$ cat config.mk
export PLATFORM = sky130hd
export DESIGN_NAME = swc_top
export DESIGN_NICKNAME = d
export VERILOG_FILES = /design/src/rtl/swc_pkg.sv /design/src/rtl/swc_ost_timer.sv /design/src/rtl/swc_port_hold.sv /design/src/rtl/swc_top.sv
export SDC_FILE = /design/constraint.sdc
export NUM_CORES = 1
export LEC_CHECK = 0
export ABC_AREA = 0
export BUFFER_PORTS_ARGS = -buffer_cell sky130_fd_sc_hd__clkbuf_2
export CORE_MARGIN = 1
export CORE_UTILIZATION = 30
export CTS_CLUSTER_DIAMETER = 60
export DETAILED_ROUTE_END_ITERATION = 8
export GPL_TIMING_DRIVEN = 0
export SLEW_MARGIN = 5
export SYNTH_ARGS = -nofsm -noshare
export SYNTH_HDL_FRONTEND = slang
export SYNTH_SLANG_ARGS = --single-unit
export TNS_END_PERCENT = 100
$ cat constraint.sdc
create_clock -name clk -period 1.9 [get_ports clk]
set_input_delay 0.19 -clock clk [delete_from_list [all_inputs] [get_ports clk]]
set_output_delay 0.19 -clock clk [all_outputs]
set_load 0.05 [all_outputs]
$ cat src/rtl/swc_pkg.sv
// Shared constants and types of the sleep and wake-up controller.
// Assumes a single 25 MHz clock and an APB register port.
`default_nettype none
package swc_pkg;
  // ==========================================================
  // Register byte addresses.
  localparam logic [7:0] ADDR_CONTROL = 8'h00;
  localparam logic [7:0] ADDR_STATE = 8'h04;
  localparam logic [7:0] ADDR_EVT_STATUS = 8'h08;
  localparam logic [7:0] ADDR_EVT_CLEAR = 8'h0c;
  localparam logic [7:0] ADDR_EVT_ENABLE = 8'h10;
  // ==========================================================
  // Control field layout and reset value.
  localparam int CTL_W = 7;
  localparam int CTL_OSC_LSB = 0;
  localparam int CTL_OSC_MSB = 2;
  localparam int CTL_WDT_EN = 3;
  localparam int CTL_EDGE_EN = 4;
  localparam int CTL_PORT_EN = 5;
  localparam int CTL_ADC_EN = 6;
  localparam logic [CTL_W-1:0] CTL_RESET = 7'h09;
  // ==========================================================
  // State word and event bits.
  localparam int ST_PD = 0;
  localparam int ST_TO = 1;
  localparam int ST_ASLEEP = 2;
  localparam int ST_START = 3;
  localparam int EVT_W = 4;
  localparam int EVT_SLEEP = 0;
  localparam int EVT_WAKE = 1;
  localparam int EVT_WDT_RST = 2;
  localparam int EVT_EXT_RST = 3;
  // ==========================================================
  // Oscillator mode codes.
  localparam logic [2:0] OSC_LOW_POWER = 3'h0;
  localparam logic [2:0] OSC_CRYSTAL = 3'h1;
  localparam logic [2:0] OSC_HIGH_SPEED = 3'h2;
  localparam logic [2:0] OSC_EXTERNAL_RC = 3'h3;
  localparam logic [2:0] OSC_INTERNAL_RC = 3'h4;
  // ==========================================================
  // Oscillator start-up delay, in oscillator periods.
  localparam int OST_TOSC = 1024;
  localparam int TOSC_NS = 40;
  localparam int CLK_NS = 40;
  localparam int OST_W = 11;
  localparam logic [OST_W-1:0] OST_CYCLES =
    OST_W'((OST_TOSC * TOSC_NS + CLK_NS - 1) / CLK_NS);
  localparam logic [OST_W-1:0] OST_LAST = 11'h001;
  localparam int PORT_W = 6;
  typedef enum logic [1:0] {
    SWC_AWAKE, SWC_ASLEEP, SWC_START_UP, SWC_RESUME
  } swc_state_t;
endpackage
`default_nettype wire

$ cat src/rtl/swc_ost_timer.sv
// Oscillator start-up delay counter.
// Assumes start is a one-cycle pulse given while the timer is idle.
`default_nettype none
module swc_ost_timer (
  input wire logic clk,
  input wire logic rst_n,
  input wire logic start,
  output logic done
);
  // Cycles still to wait; zero when idle.
  logic [swc_pkg::OST_W-1:0] remain;

  // ==========================================================
  // Counting.
  // A load followed by a countdown gives done exactly
  // OST_CYCLES edges after the start pulse.
  always_ff @(posedge clk) begin
    if (!rst_n) begin
      remain <= '0;
      done <= 1'b0;
    end else if (start) begin
      remain <= swc_pkg::OST_CYCLES;
      done <= 1'b0;
    end else begin
      done <= (remain == swc_pkg::OST_LAST);
      if (remain != '0) begin
        remain <= remain - swc_pkg::OST_LAST;
      end
    end
  end
endmodule // swc_ost_timer
`default_nettype wire

$ cat src/rtl/swc_port_hold.sv
// Port drive latch that freezes pin state while the device sleeps.
// Assumes the core's port value and enables are synchronous to clk.
`default_nettype none
module swc_port_hold (
  input wire logic clk,
  input wire logic rst_n,
  input wire logic hold,
  input wire logic [swc_pkg::PORT_W-1:0] core_out,
  input wire logic [swc_pkg::PORT_W-1:0] core_oe,
  output logic [swc_pkg::PORT_W-1:0] port_out,
  output logic [swc_pkg::PORT_W-1:0] port_oe
);
  // ==========================================================
  // Latch.
  // Holding the enables as well as the values keeps a pin that was
  // high impedance floating instead of driving it.
  always_ff @(posedge clk) begin
    if (!rst_n) begin
      port_out <= '0;
      port_oe <= '0;
    end else if (!hold) begin
      port_out <= core_out;
      port_oe <= core_oe;
    end
  end
endmodule // swc_port_hold
`default_nettype wire

$ cat src/rtl/swc_top.sv
// Sleep entry, wake-up and status-flag control for a small core.
// Assumes core strobes are one-cycle pulses synchronous to clk, the
// watchdog runs elsewhere and reports time-outs as pulses.
// Notes on behaviour
// - Sleep clears watchdog, PD low, TO high, oscillator off.
// - Port drive state frozen during sleep.
// - Wake on reset pin, watchdog, enabled interrupts.
// - Reset pin resets; other sources simply resume.
// - PD set at power-up, cleared by sleep.
// - Watchdog time-out clears TO, also when waking.
// - Converter wakes only when on RC clock.
// - Sleep prefetches the next instruction.
// - Enabled source wakes regardless of global enable.
// - Resume then vector only if global enable set.
// - Pending enabled flag, global off: sleep is no-op.
// - Flag arriving during sleep: complete, then wake.
// - Crystal modes wait start-up delay; RC modes not.
// - Awake watchdog time-out resets the device.
`default_nettype none
module swc_top (
  input wire logic clk,
  input wire logic rst_n,
  input wire logic [7:0] paddr,
  input wire logic psel,
  input wire logic penable,
  input wire logic pwrite,
  input wire logic [31:0] pwdata,
  output logic [31:0] prdata,
  output logic pready,
  output logic pslverr,
  input wire logic sleep_instr,
  input wire logic watchdog_clear_instr,
  input wire logic wdt_timeout,
  input wire logic global_irq_enable,
  input wire logic external_reset_pin_n,
  input wire logic edge_irq_flag,
  input wire logic port_change_flag,
  input wire logic adc_done_flag,
  input wire logic adc_rc_clock,
  input wire logic [swc_pkg::PORT_W-1:0] core_port_out,
  input wire logic [swc_pkg::PORT_W-1:0] core_port_oe,
  output logic [swc_pkg::PORT_W-1:0] port_out,
  output logic [swc_pkg::PORT_W-1:0] port_oe,
  output logic power_down_flag,
  output logic timeout_flag,
  output logic osc_driver_on,
  output logic phase_clk_en,
  output logic prefetch_next,
  output logic resume_exec,
  output logic branch_to_vector,
  output logic wdt_clear,
  output logic device_reset_req,
  output logic irq
);
  // ==========================================================
  // Helper functions.
  // True when an enabled interrupt flag is set; the converter only
  // counts in sleep when it runs from its own RC clock.
  function automatic logic pending(input logic [swc_pkg::CTL_W-1:0] c,
                                   input logic asleep);
    logic adc_ok;
    adc_ok = adc_done_flag && c[swc_pkg::CTL_ADC_EN] &&
             (adc_rc_clock || !asleep);
    pending = (edge_irq_flag && c[swc_pkg::CTL_EDGE_EN]) ||
              (port_change_flag && c[swc_pkg::CTL_PORT_EN]) || adc_ok;
  endfunction
  // Crystal and resonator modes need the start-up delay.
  function automatic logic needs_ost(input logic [2:0] mode);
    needs_ost = (mode == swc_pkg::OSC_LOW_POWER) ||
                (mode == swc_pkg::OSC_CRYSTAL) ||
                (mode == swc_pkg::OSC_HIGH_SPEED);
  endfunction

  // ==========================================================
  // Declarations.
  swc_pkg::swc_state_t state; // Sleep sequencer state.
  logic [swc_pkg::CTL_W-1:0] control; // Software control word.
  logic [swc_pkg::EVT_W-1:0] evt_status; // Sticky events.
  logic [swc_pkg::EVT_W-1:0] evt_enable; // Interrupt mask.
  logic ext_prev; // Reset pin level one cycle ago.
  logic ext_fall; // Reset pin asserted this cycle.
  logic wdt_to_ev; // Enabled watchdog time-out.
  logic sleep_seen; // Sleep instruction while awake.
  logic sleep_nop; // Sleep that must act as a no-op.
  logic sleep_ok; // Sleep that is not a no-op; enters power-down unless wdt_reset.
  logic wake_irq; // Enabled interrupt while asleep.
  logic wdt_wake; // Watchdog time-out while asleep.
  logic wdt_reset; // Watchdog time-out while running.
  logic wake; // Any non-reset wake source while asleep.
  logic ost_start; // Start the oscillator delay.
  logic ost_done; // Oscillator delay elapsed.
  logic apb_access; // Completing APB transfer.
  logic apb_write; // Completing APB write.
  logic [swc_pkg::EVT_W-1:0] evt_set; // Events this cycle.
  logic [swc_pkg::EVT_W-1:0] evt_clr; // Clear mask this cycle.
  logic [31:0] next_rdata; // Read mux output.
  logic next_err; // Unmapped address.

  // ==========================================================
  // Event decoding.
  assign ext_fall = ext_prev && !external_reset_pin_n;
  assign wdt_to_ev = wdt_timeout && control[swc_pkg::CTL_WDT_EN];
  assign sleep_seen = sleep_instr && (state == swc_pkg::SWC_AWAKE);
  // Only always_comb wakes on the flags that the function reads itself.
  always_comb begin
    sleep_nop = sleep_seen && !global_irq_enable &&
                pending(control, 1'b0);
    wake_irq = (state == swc_pkg::SWC_ASLEEP) &&
               pending(control, 1'b1);
  end
  assign sleep_ok = sleep_seen && !sleep_nop && !ext_fall;
  assign wdt_wake = (state == swc_pkg::SWC_ASLEEP) && wdt_to_ev;
  assign wdt_reset = (state != swc_pkg::SWC_ASLEEP) && wdt_to_ev;
  assign wake = (wake_irq || wdt_wake) && !ext_fall;
  assign ost_start = wake &&
    needs_ost(control[swc_pkg::CTL_OSC_MSB:swc_pkg::CTL_OSC_LSB]);

  // Reset pin history for edge detection; high means released.
  always_ff @(posedge clk) begin
    if (!rst_n) begin
      ext_prev <= 1'b1;
    end else begin
      ext_prev <= external_reset_pin_n;
    end
  end

  // ==========================================================
  // Sequencer.
  // A reset pin event wins over any wake source so that the core
  // restarts cleanly rather than resuming mid-sequence.
  always_ff @(posedge clk) begin
    if (!rst_n) begin
      state <= swc_pkg::SWC_AWAKE;
    end else begin
      case (state)
        swc_pkg::SWC_AWAKE: begin
          if (sleep_ok && !wdt_reset) begin
            state <= swc_pkg::SWC_ASLEEP;
          end
        end
        swc_pkg::SWC_ASLEEP: begin
          if (ext_fall) begin
            state <= swc_pkg::SWC_AWAKE;
          end else if (ost_start) begin
            state <= swc_pkg::SWC_START_UP;
          end else if (wake) begin
            state <= swc_pkg::SWC_RESUME;
          end
        end
        swc_pkg::SWC_START_UP: begin
          if (ext_fall || wdt_reset) begin
            state <= swc_pkg::SWC_AWAKE;
          end else if (ost_done) begin
            state <= swc_pkg::SWC_RESUME;
          end
        end
        swc_pkg::SWC_RESUME: state <= swc_pkg::SWC_AWAKE;
        default: state <= swc_pkg::SWC_AWAKE;
      endcase
    end
  end

  swc_ost_timer u_ost (
    .clk(clk),
    .rst_n(rst_n),
    .start(ost_start),
    .done(ost_done)
  );
  // Port latch freezes while the sequencer sits in sleep.
  swc_port_hold u_hold (
    .clk(clk),
    .rst_n(rst_n),
    .hold(state == swc_pkg::SWC_ASLEEP),
    .core_out(core_port_out),
    .core_oe(core_port_oe),
    .port_out(port_out),
    .port_oe(port_oe)
  );

  // ==========================================================
  // Clock and execution control.
  // The oscillator restarts at the wake event itself so that the
  // start-up delay overlaps the crystal's settling time.
  always_ff @(posedge clk) begin
    if (!rst_n) begin
      osc_driver_on <= 1'b1;
      phase_clk_en <= 1'b1;
    end else begin
      if (sleep_ok && !wdt_reset) begin
        osc_driver_on <= 1'b0;
        phase_clk_en <= 1'b0;
      end else if (wake || ext_fall) begin
        osc_driver_on <= 1'b1;
      end
      if ((state == swc_pkg::SWC_RESUME) || ext_fall || wdt_reset) begin
        phase_clk_en <= 1'b1;
      end
    end
  end

  // Core strobes; each is a single-cycle pulse.
  always_ff @(posedge clk) begin
    if (!rst_n) begin
      prefetch_next <= 1'b0;
      resume_exec <= 1'b0;
      branch_to_vector <= 1'b0;
      wdt_clear <= 1'b0;
      device_reset_req <= 1'b0;
    end else begin
      prefetch_next <= sleep_seen;
      resume_exec <= (state == swc_pkg::SWC_RESUME);
      branch_to_vector <= (state == swc_pkg::SWC_RESUME) &&
                          global_irq_enable;
      wdt_clear <= sleep_ok || watchdog_clear_instr;
      device_reset_req <= ext_fall || wdt_reset;
    end
  end

  // ==========================================================
  // Status flags.
  // A time-out in the same cycle as a sleep leaves TO clear: the
  // time-out is the event software must be able to see.
  always_ff @(posedge clk) begin
    if (!rst_n) begin
      power_down_flag <= 1'b1;
      timeout_flag <= 1'b1;
    end else begin
      if (sleep_ok) begin
        power_down_flag <= 1'b0;
      end else if (watchdog_clear_instr) begin
        power_down_flag <= 1'b1;
      end
      if (wdt_to_ev) begin
        timeout_flag <= 1'b0;
      end else if (sleep_ok || watchdog_clear_instr) begin
        timeout_flag <= 1'b1;
      end
    end
  end

  // ==========================================================
  // Event status and interrupt.
  assign evt_set = {ext_fall, wdt_reset, wake, sleep_ok};
  assign apb_access = psel && penable && pready;
  assign apb_write = apb_access && pwrite;
  assign evt_clr = (apb_write && (paddr == swc_pkg::ADDR_EVT_CLEAR)) ?
                   pwdata[swc_pkg::EVT_W-1:0] : '0;

  // Set wins over clear so no event is lost.
  always_ff @(posedge clk) begin
    if (!rst_n) begin
      evt_status <= '0;
      irq <= 1'b0;
    end else begin
      evt_status <= (evt_status & ~evt_clr) | evt_set;
      irq <= |(evt_status & evt_enable);
    end
  end

  // ==========================================================
  // APB slave.
  // One wait state: pready rises in the second access cycle.
  always_comb begin
    next_rdata = '0;
    next_err = 1'b0;
    case (paddr)
      swc_pkg::ADDR_CONTROL: next_rdata[swc_pkg::CTL_W-1:0] = control;
      swc_pkg::ADDR_STATE: begin
        next_rdata[swc_pkg::ST_PD] = power_down_flag;
        next_rdata[swc_pkg::ST_TO] = timeout_flag;
        next_rdata[swc_pkg::ST_ASLEEP] = (state == swc_pkg::SWC_ASLEEP);
        next_rdata[swc_pkg::ST_START] = (state == swc_pkg::SWC_START_UP);
      end
      swc_pkg::ADDR_EVT_STATUS: next_rdata[swc_pkg::EVT_W-1:0] = evt_status;
      swc_pkg::ADDR_EVT_CLEAR: next_rdata = '0;
      swc_pkg::ADDR_EVT_ENABLE: next_rdata[swc_pkg::EVT_W-1:0] = evt_enable;
      default: next_err = 1'b1;
    endcase
  end

  // Handshake and read data.
  always_ff @(posedge clk) begin
    if (!rst_n) begin
      pready <= 1'b0;
      pslverr <= 1'b0;
      prdata <= '0;
    end else begin
      pready <= psel && penable && !pready;
      pslverr <= psel && penable && !pready && next_err;
      if (psel && penable && !pready && !pwrite) begin
        prdata <= next_rdata;
      end
    end
  end

  // Writable registers.
  always_ff @(posedge clk) begin
    if (!rst_n) begin
      control <= swc_pkg::CTL_RESET;
      evt_enable <= '0;
    end else if (apb_write) begin
      if (paddr == swc_pkg::ADDR_CONTROL) begin
        control <= pwdata[swc_pkg::CTL_W-1:0];
      end
      if (paddr == swc_pkg::ADDR_EVT_ENABLE) begin
        evt_enable <= pwdata[swc_pkg::EVT_W-1:0];
      end
    end
  end

  // ==========================================================
  // Assertions.
  a_sleep_flags: assert property (@(posedge clk) disable iff (!rst_n)
    sleep_ok && !wdt_to_ev |=> !power_down_flag && timeout_flag &&
    wdt_clear && !osc_driver_on)
    else $error("sleep entry flags wrong");

  a_nop_sleep: assert property (@(posedge clk) disable iff (!rst_n)
    sleep_nop && !watchdog_clear_instr && !wdt_to_ev |=>
    $stable(power_down_flag) && $stable(timeout_flag) && !wdt_clear &&
    state == swc_pkg::SWC_AWAKE)
    else $error("no-op sleep changed state");

  a_port_hold: assert property (@(posedge clk) disable iff (!rst_n)
    state == swc_pkg::SWC_ASLEEP |=> $stable(port_out) &&
    $stable(port_oe))
    else $error("port moved in sleep");

  a_ext_reset: assert property (@(posedge clk) disable iff (!rst_n)
    state == swc_pkg::SWC_ASLEEP && ext_fall |=> device_reset_req ##1
    !resume_exec)
    else $error("reset pin did not reset");

  a_wdt_wake: assert property (@(posedge clk) disable iff (!rst_n)
    wdt_wake && !ext_fall |=> !timeout_flag && !device_reset_req)
    else $error("watchdog wake mishandled");

  a_wdt_reset: assert property (@(posedge clk) disable iff (!rst_n)
    wdt_reset |=> device_reset_req && !timeout_flag)
    else $error("awake time-out did not reset");

  a_ost_delay: assert property (@(posedge clk) disable iff (!rst_n)
    ost_start && state == swc_pkg::SWC_ASLEEP && !ext_fall |=>
    (state == swc_pkg::SWC_START_UP && !phase_clk_en)[*8])
    else $error("start-up delay skipped");

  a_rc_direct: assert property (@(posedge clk) disable iff (!rst_n)
    wake && !ost_start |=> state == swc_pkg::SWC_RESUME ##1
    resume_exec && phase_clk_en)
    else $error("rc wake not immediate");

  a_vector_sel: assert property (@(posedge clk) disable iff (!rst_n)
    state == swc_pkg::SWC_RESUME |=> resume_exec &&
    branch_to_vector == $past(global_irq_enable))
    else $error("vector choice wrong");

  a_adc_gate: assert property (@(posedge clk) disable iff (!rst_n)
    state == swc_pkg::SWC_ASLEEP && !adc_rc_clock && !edge_irq_flag &&
    !port_change_flag && !wdt_to_ev && !ext_fall |=>
    state == swc_pkg::SWC_ASLEEP)
    else $error("woke without source");

  a_prefetch: assert property (@(posedge clk) disable iff (!rst_n)
    sleep_seen |=> prefetch_next)
    else $error("no prefetch on sleep");
endmodule // swc_top
`default_nettype wire

==> flow_summary_export.csv, run 1 <==
group,metric,value,unit
critical_path,crit_slowest_cell,"a311oi_2",
placement,place_ws,0.215,ns
clock_tree,hold_buffers,0,
timing,setup_viol,0,
pwr,p_leak,1.66,nW
layout,multiInputGateArea,1450,sq um
clock_tree,cts_buffers,9,
hold_path,holdCritPathClass,"input pin to register",
die,initial_core_util,31.0,%
timing,min_period,1.71,ns
run_status,status,"complete, no violations",
hold_path,holdPathStages,2,
die,core-area,9240,sq um
yosys,synth-edff-count,0,
pwr,power,3.82,mW
timing,max_freq,584,MHz
yosys,synth_compound_area_share,17.3,%
routing,wirelength,7160,um
yosys,ys_warn_count,0,
die,die_w,99.7,um
yosys,synth.area.mux_share,5.72,%
timing,relSlewSlack,61.2,%
yosys,synth-xor-area-share,0.917,%
critical_path,cp.required,2.11,ns
global_route,grtUsageTotal,15.2,%
clock_tree,root_buffer,"clkbuf_8",
die,pin_count,122,
placement,gp_congestion,0.844,
clock_tree,cts.htree.levels,3,
timing,drv_slew,0,
critical_path,critical_path_buf_inv_count,1,
placement,port_buffers,70,
critical_path,critical_path_arrival,1.93,ns
layout,layout-drive-gt1-share,29.4,%
placement,numPlacedInstances,552,
layout,fin_nets,503,
clock_tree,cts_resized,0,
timing,setup_ws,0.188,ns
die,fp.dieArea,9940,sq um
routing,drt_iter0_markers,103,
global_route,grt-ovfl-total,0,
die,fp-row-count,35,
hold_path,holdPathEnd,"evt_status[2]",
critical_path,worst_path_largest_cell_delay,0.41,ns
yosys,syn_inst,329,
routing,num_vias,2608,
yosys,synth_fa_ha_area_share,1.31,%
clock_tree,cts.sinks,61,
critical_path,path_max_fanout,10,
routing,routed_via_density,4.59,
critical_path,cpLargestDelayFamily,"compound AO/OA/AOI/OAI gates",
yosys,synth_top_cell_by_area,"dfxtp_1",
yosys,synthSimpleGateAreaFrac,22.0,%
routing,drc,0,
yosys,yosys-top-cells-area,"dfxtp_1, nand2_1, buf_4",
critical_path,cp-start-kind,"register",
yosys,ys_seq_area_share,42.6,%
clock_tree,insertion_delay,0.33,ns
timing,hold_violations,0,
timing,fin_skew,0.00756,ns
yosys,synth_top_area_share,42.6,%
critical_path,r2r_cells,5,
yosys,synth-seq-cells,61,
die,die_h,99.7,um
clock_tree,postCtsSetupBuffers,0,
timing,tightestPinTransition,0.581,ns
yosys,async_flop_share,0,%
critical_path,endpoint_kind,"register",
yosys,synth_top_family_by_area,"simple AND/OR/NAND/NOR gates",
placement,dpl.hpwl,5520,um
critical_path,reg2reg_to,"u_ost.remain[1]",
layout,diodes,0,
global_route,grt_antenna_before_repair,0,
layout,seq_area,1220,sq um
global_route,grt_pass1_wl,11800,um
yosys,synth_flop_cell,"dfxtp_1",
clock_tree,clk_pin_slew,0.07,ns
layout,fillers,943,
critical_path,rr_startpoint,"state[1]",
flow_run,cap_viol_max_count,0,
yosys,syn-mean-instance-area,8.71,sq um
layout,area_growth_syn_to_layout,27.7,%
routing,postRouteAntennaNets,0,
global_route,grt_max_degree,11,
hold_path,min_from,"pwdata[2]",
timing,rsz0062_at_grt,"false",
yosys,yosysUniqueCellTypes,56,
yosys,synth_area,2860,sq um
routing,wl_per_cell,12.6,um
critical_path,crit_path_start,"state[1]",
critical_path,reg2reg_slack,0.19,ns
timing,tns,0,ns
clock_tree,cts_buffer_depth,2,
clock_tree,cts_tree,"done",
critical_path,worstPathCellList,"nand2b_1 > a311oi_2 > a21o_1 > buf_2 > a211oi_1",
layout,stdcell_count,568,
routing,firstDrtPassIters,4,
critical_path,worstSetupPathType,"register to register",
timing,finalCritPeriodShare,90.1,%
pwr,p_per_area,1050,nW/um^2
pwr,ir_worst_vdd,0.452,mV
global_route,grt_pass1_vias,2486,
synth_stat cells (all sizes together), types with 3 or more instances:
| master | n |
|---|---|
| inv | 8 |
| and3 | 4 |
| or3 | 3 |
| nand2 | 57 |
| o31ai | 3 |
| ha | 3 |
| nand4 | 5 |
| o21ai | 11 |
| nand2b | 5 |
| a31oi | 7 |
| a32o | 3 |
| dfxtp | 61 |
| a22o | 3 |
| nand3 | 5 |
| mux2i | 13 |
| buf | 32 |
| nor2b | 3 |
| clkbuf | 6 |
| a21oi | 25 |
| nor2 | 26 |
| mux2 | 3 |
| a211oi | 6 |
| xnor2 | 3 |
| nor4 | 3 |
| a22oi | 3 |
| nor3 | 4 |
cells by family (layout without fill, tap and decap cells):
family | after synthesis | count (layout)
AOI/OAI and AO/OA | 74 | 74
xor gates and xnor gates | 3 | 3
adders and majority gates | 3 | 3
buffers and inverters | 46 | 132
DFF | 61 | 61
muxes | 16 | 16
other | 1 | 25
and+or+nand+nor | 125 | 125
state kept, by name, indices dropped and copies added, names as in the netlist, 2 cells and up:
signal / cells
state: 2
evt_status: 4
prdata: 7
u_hold.port_out: 6
u_hold.port_oe: 6
evt_enable: 4
control: 7
u_ost.remain: 11
layer usage:
layer | wire [um] | GRT usage [%] | vias to the layer above
li1 | - | - | 1324
met1 | 3050 | 18.0 | 1184
met2 | 3480 | 26.0 | 92
met3 | 560 | 4.78 | 8
met4 | 70 | 5.20 | 0
met5 | 0 | 0 | -
final cells by class:
| cell class | count | share of cell area [%] |
|---|---|---|
| timing repair buffer | 70 | 9.58 |
| clock inverter | 5 | 1.37 |
| clock buffer | 11 | 3.87 |
| tap | 129 | 4.41 |
| multi-input combinational | 246 | 39.5 |
| buffer | 38 | 7.01 |
| inverter | 8 | 0.821 |
| sequential | 61 | 33.4 |
worst max-delay path by stage:
stage / end / cells past startpoint
after detailed placement: u_ost.remain[6] / 5
after global placement: u_ost.done / 5
after global routing: u_ost.remain[6] / 5
after CTS: u_ost.remain[1] / 5
final: u_ost.remain[1] / 5
after floorplan: evt_status[0] / 4
where the power goes:
part / switching [mW] / total [mW] / internal [mW]
sequential: 0.138 / 1.55 / 1.41
combinational: 0.721 / 1.15 / 0.433
clock: 0.491 / 1.12 / 0.632
through the flow:
step	area, sq um	util (%)	hold WS [ns]
3_3_place_gp	3470	37.5	0.420
6_report	3660	39.6	0.0693
3_5_place_dp	3470	37.5	0.423
4_1_cts	3660	39.6	0.0580
5_1_grt	3660	39.6	0.0593
2_1_floorplan	2950	-	0.291
layout by cell type (no fill, tap or decap), drive strengths merged, types with 5 or more instances in the layout:
cell type,instances
dfxtp,61
o21ai,11
clkbuf,87
buf,32
nor2,26
nand2,57
nand3,5
mux2i,13
nand4,5
a21oi,25
nand2b,5
a211oi,6
inv,8
a31oi,7
conb,25
No activity file was read; power rests on OpenSTA's default activity.
==> run 2, diff against run 1 <==
- RECOVER_POWER: not set -> 50
- clock period: 1.9 -> 2.18 ns (I/O delays scaled with it)
==> run 2 against run 1 <==
  * Total power down 13%
  * Cell count unchanged
  * Hold slack better by 0.025 ns
  * Highest routed layer unchanged
==> flow_summary_export.csv, run 2 (synthesis results as in run 1) <==
group,metric,value,unit
run_status,status,"complete, no violations",
clock_tree,cts_buffers,9,
layout,design_area,3600,sq um
clock_tree,hold_buffers,0,
layout,final_cell_mix,"dfxtp_1, nand2_1, clkbuf_1, clkbuf_2, nor2_1",
layout,layout-drive-gt1-share,21.4,%
clock_tree,clk_pin_slew,0.07,ns
timing,fin_skew,0.00778,ns
routing,drc,0,
pwr,power,3.33,mW
critical_path,path_max_fanout,10,
routing,firstDrtPassIters,4,
routing,drt_iter0_markers,92,
critical_path,reg2reg_to,"u_ost.remain[1]",
critical_path,reg2reg_slack,0.46,ns
critical_path,cp.depth,5,
critical_path,cp.required,2.39,ns
clock_tree,cts.htree.levels,3,
routing,num_vias,2599,
timing,min_period,1.72,ns
timing,hold_violations,0,
flow_run,cap_viol_max_count,0,
critical_path,cpLargestDelayFamily,"compound AO/OA/AOI/OAI gates",
die,fp.dieArea,9940,sq um
placement,numPlacedInstances,552,
critical_path,crit_slowest_cell,"a311oi_2",
routing,wl_per_cell,12.7,um
die,fp-row-count,35,
timing,max_freq,580,MHz
global_route,grt-ovfl-total,0,
clock_tree,cts_tree,"done",
critical_path,critical_path_buf_inv_count,1,
critical_path,cp-start-kind,"register",
timing,tightestPinTransition,0.623,ns
die,pin_count,122,
clock_tree,cts.sinks,61,
routing,postRouteAntennaNets,0,
die,core-area,9240,sq um
timing,setup_ws,0.456,ns
layout,fillers,959,
timing,setup_viol,0,
critical_path,critical_path_arrival,1.94,ns
critical_path,r2r_cells,5,
layout,stdcell_count,568,
global_route,grt_max_degree,11,
die,initial_core_util,31.0,%
clock_tree,postCtsSetupBuffers,0,
routing,wirelength,7210,um
global_route,grt_pass1_wl,11800,um
clock_tree,insertion_delay,0.33,ns
placement,port_buffers,70,
layout,area_growth_syn_to_layout,25.8,%
placement,dpl_cell_area,3470,sq um
critical_path,worst_path_largest_cell_delay,0.43,ns
critical_path,endpoint_kind,"register",
global_route,grt_antenna_before_repair,0,
critical_path,worstPathCellList,"nand2b_1 > a311oi_2 > a21o_1 > buf_2 > a211oi_1",
global_route,grt_pass1_vias,2486,
clock_tree,root_buffer,"clkbuf_8",
die,die_h,99.7,um
pwr,p_per_area,924,nW/um^2
critical_path,crit_path_start,"state[1]",
die,die_w,99.7,um
timing,drv_slew,0,
placement,place_ws,0.495,ns
layout,diodes,0,
critical_path,worstSetupPathType,"register to register",
pwr,p_leak,1.55,nW
layout,regMostFlops,"u_ost.remain",
critical_path,endpoint,"u_ost.remain[1]",
global_route,grtUsageTotal,15.2,%
timing,relSlewSlack,58.7,%
placement,dpl.hpwl,5520,um
hold_path,holdCritPathClass,"input pin to register",
layout,final_common_cell,"dfxtp_1",
layout,top_regs,"u_ost.remain: 11 flops, control: 7 flops, prdata: 7 flops",
timing,finalCritPeriodShare,79.1,%
layout,largest_reg_flops,11,
critical_path,rr_startpoint,"state[1]",
timing,tns,0,ns
pwr,ir_worst_vdd,0.392,mV
placement,gp_congestion,0.844,
clock_tree,cts_buffer_depth,2,
layout,fin_nets,503,
routing,routed_via_density,4.58,
clock_tree,cts_resized,0,
timing,rsz0062_at_grt,"false",
==> run 2: how the worst min path moves through the flow <==
stage	to	from	slack, ns	cells past startpoint
final	evt_status[2]	pwdata[2]	0.09	2
after global routing	evt_status[2]	pwdata[2]	0.09	2
after CTS	u_hold.port_oe[5]	core_port_oe[5]	0.09	3
after floorplan	evt_status[2]	pwdata[2]	0.32	1
after global placement	u_hold.port_oe[4]	u_hold.port_oe[4]	0.44	2
after detailed placement	u_hold.port_out[3]	u_hold.port_out[3]	0.44	2
==> run 2: power by group <==
group | switching [mW] | total, mW | internal [mW]
combinational | 0.630 | 0.999 | 0.369
sequential | 0.121 | 1.35 | 1.23
clock | 0.431 | 0.983 | 0.551
total | 1.18 | 3.33 | 2.15
==> run 2: through the flow <==
stage | hold WS [ns] | util [%]
2_1_floorplan | 0.319 | -
3_3_place_gp | 0.441 | 37.5
3_5_place_dp | 0.444 | 37.5
4_1_cts | 0.0860 | 39.6
5_1_grt | 0.0873 | 39.0
6_report | 0.0946 | 39.0
==> run 2: cell type report <==
class	instances	area (sq um)	area share, %
buffer	38	249	6.91
clock buffer	11	141	3.92
sequential	61	1220	33.9
inverter	8	30.0	0.833
tap	129	161	4.48
clock inverter	5	50.0	1.39
multi-input combinational	246	1440	40.0
timing repair buffer	70	310	8.61
==> run 2: layer usage <==
metal | part of all wire (%) | track usage, % | vias up | wire length [um]
met4 | 0.76 | 5.20 | 0 | 55
li1 | - | - | 1327 | -
met1 | 44 | 18.0 | 1184 | 3170
met3 | 6.9 | 4.78 | 6 | 495
met2 | 48 | 26.0 | 82 | 3490
met5 | 0 | 0 | - | 0
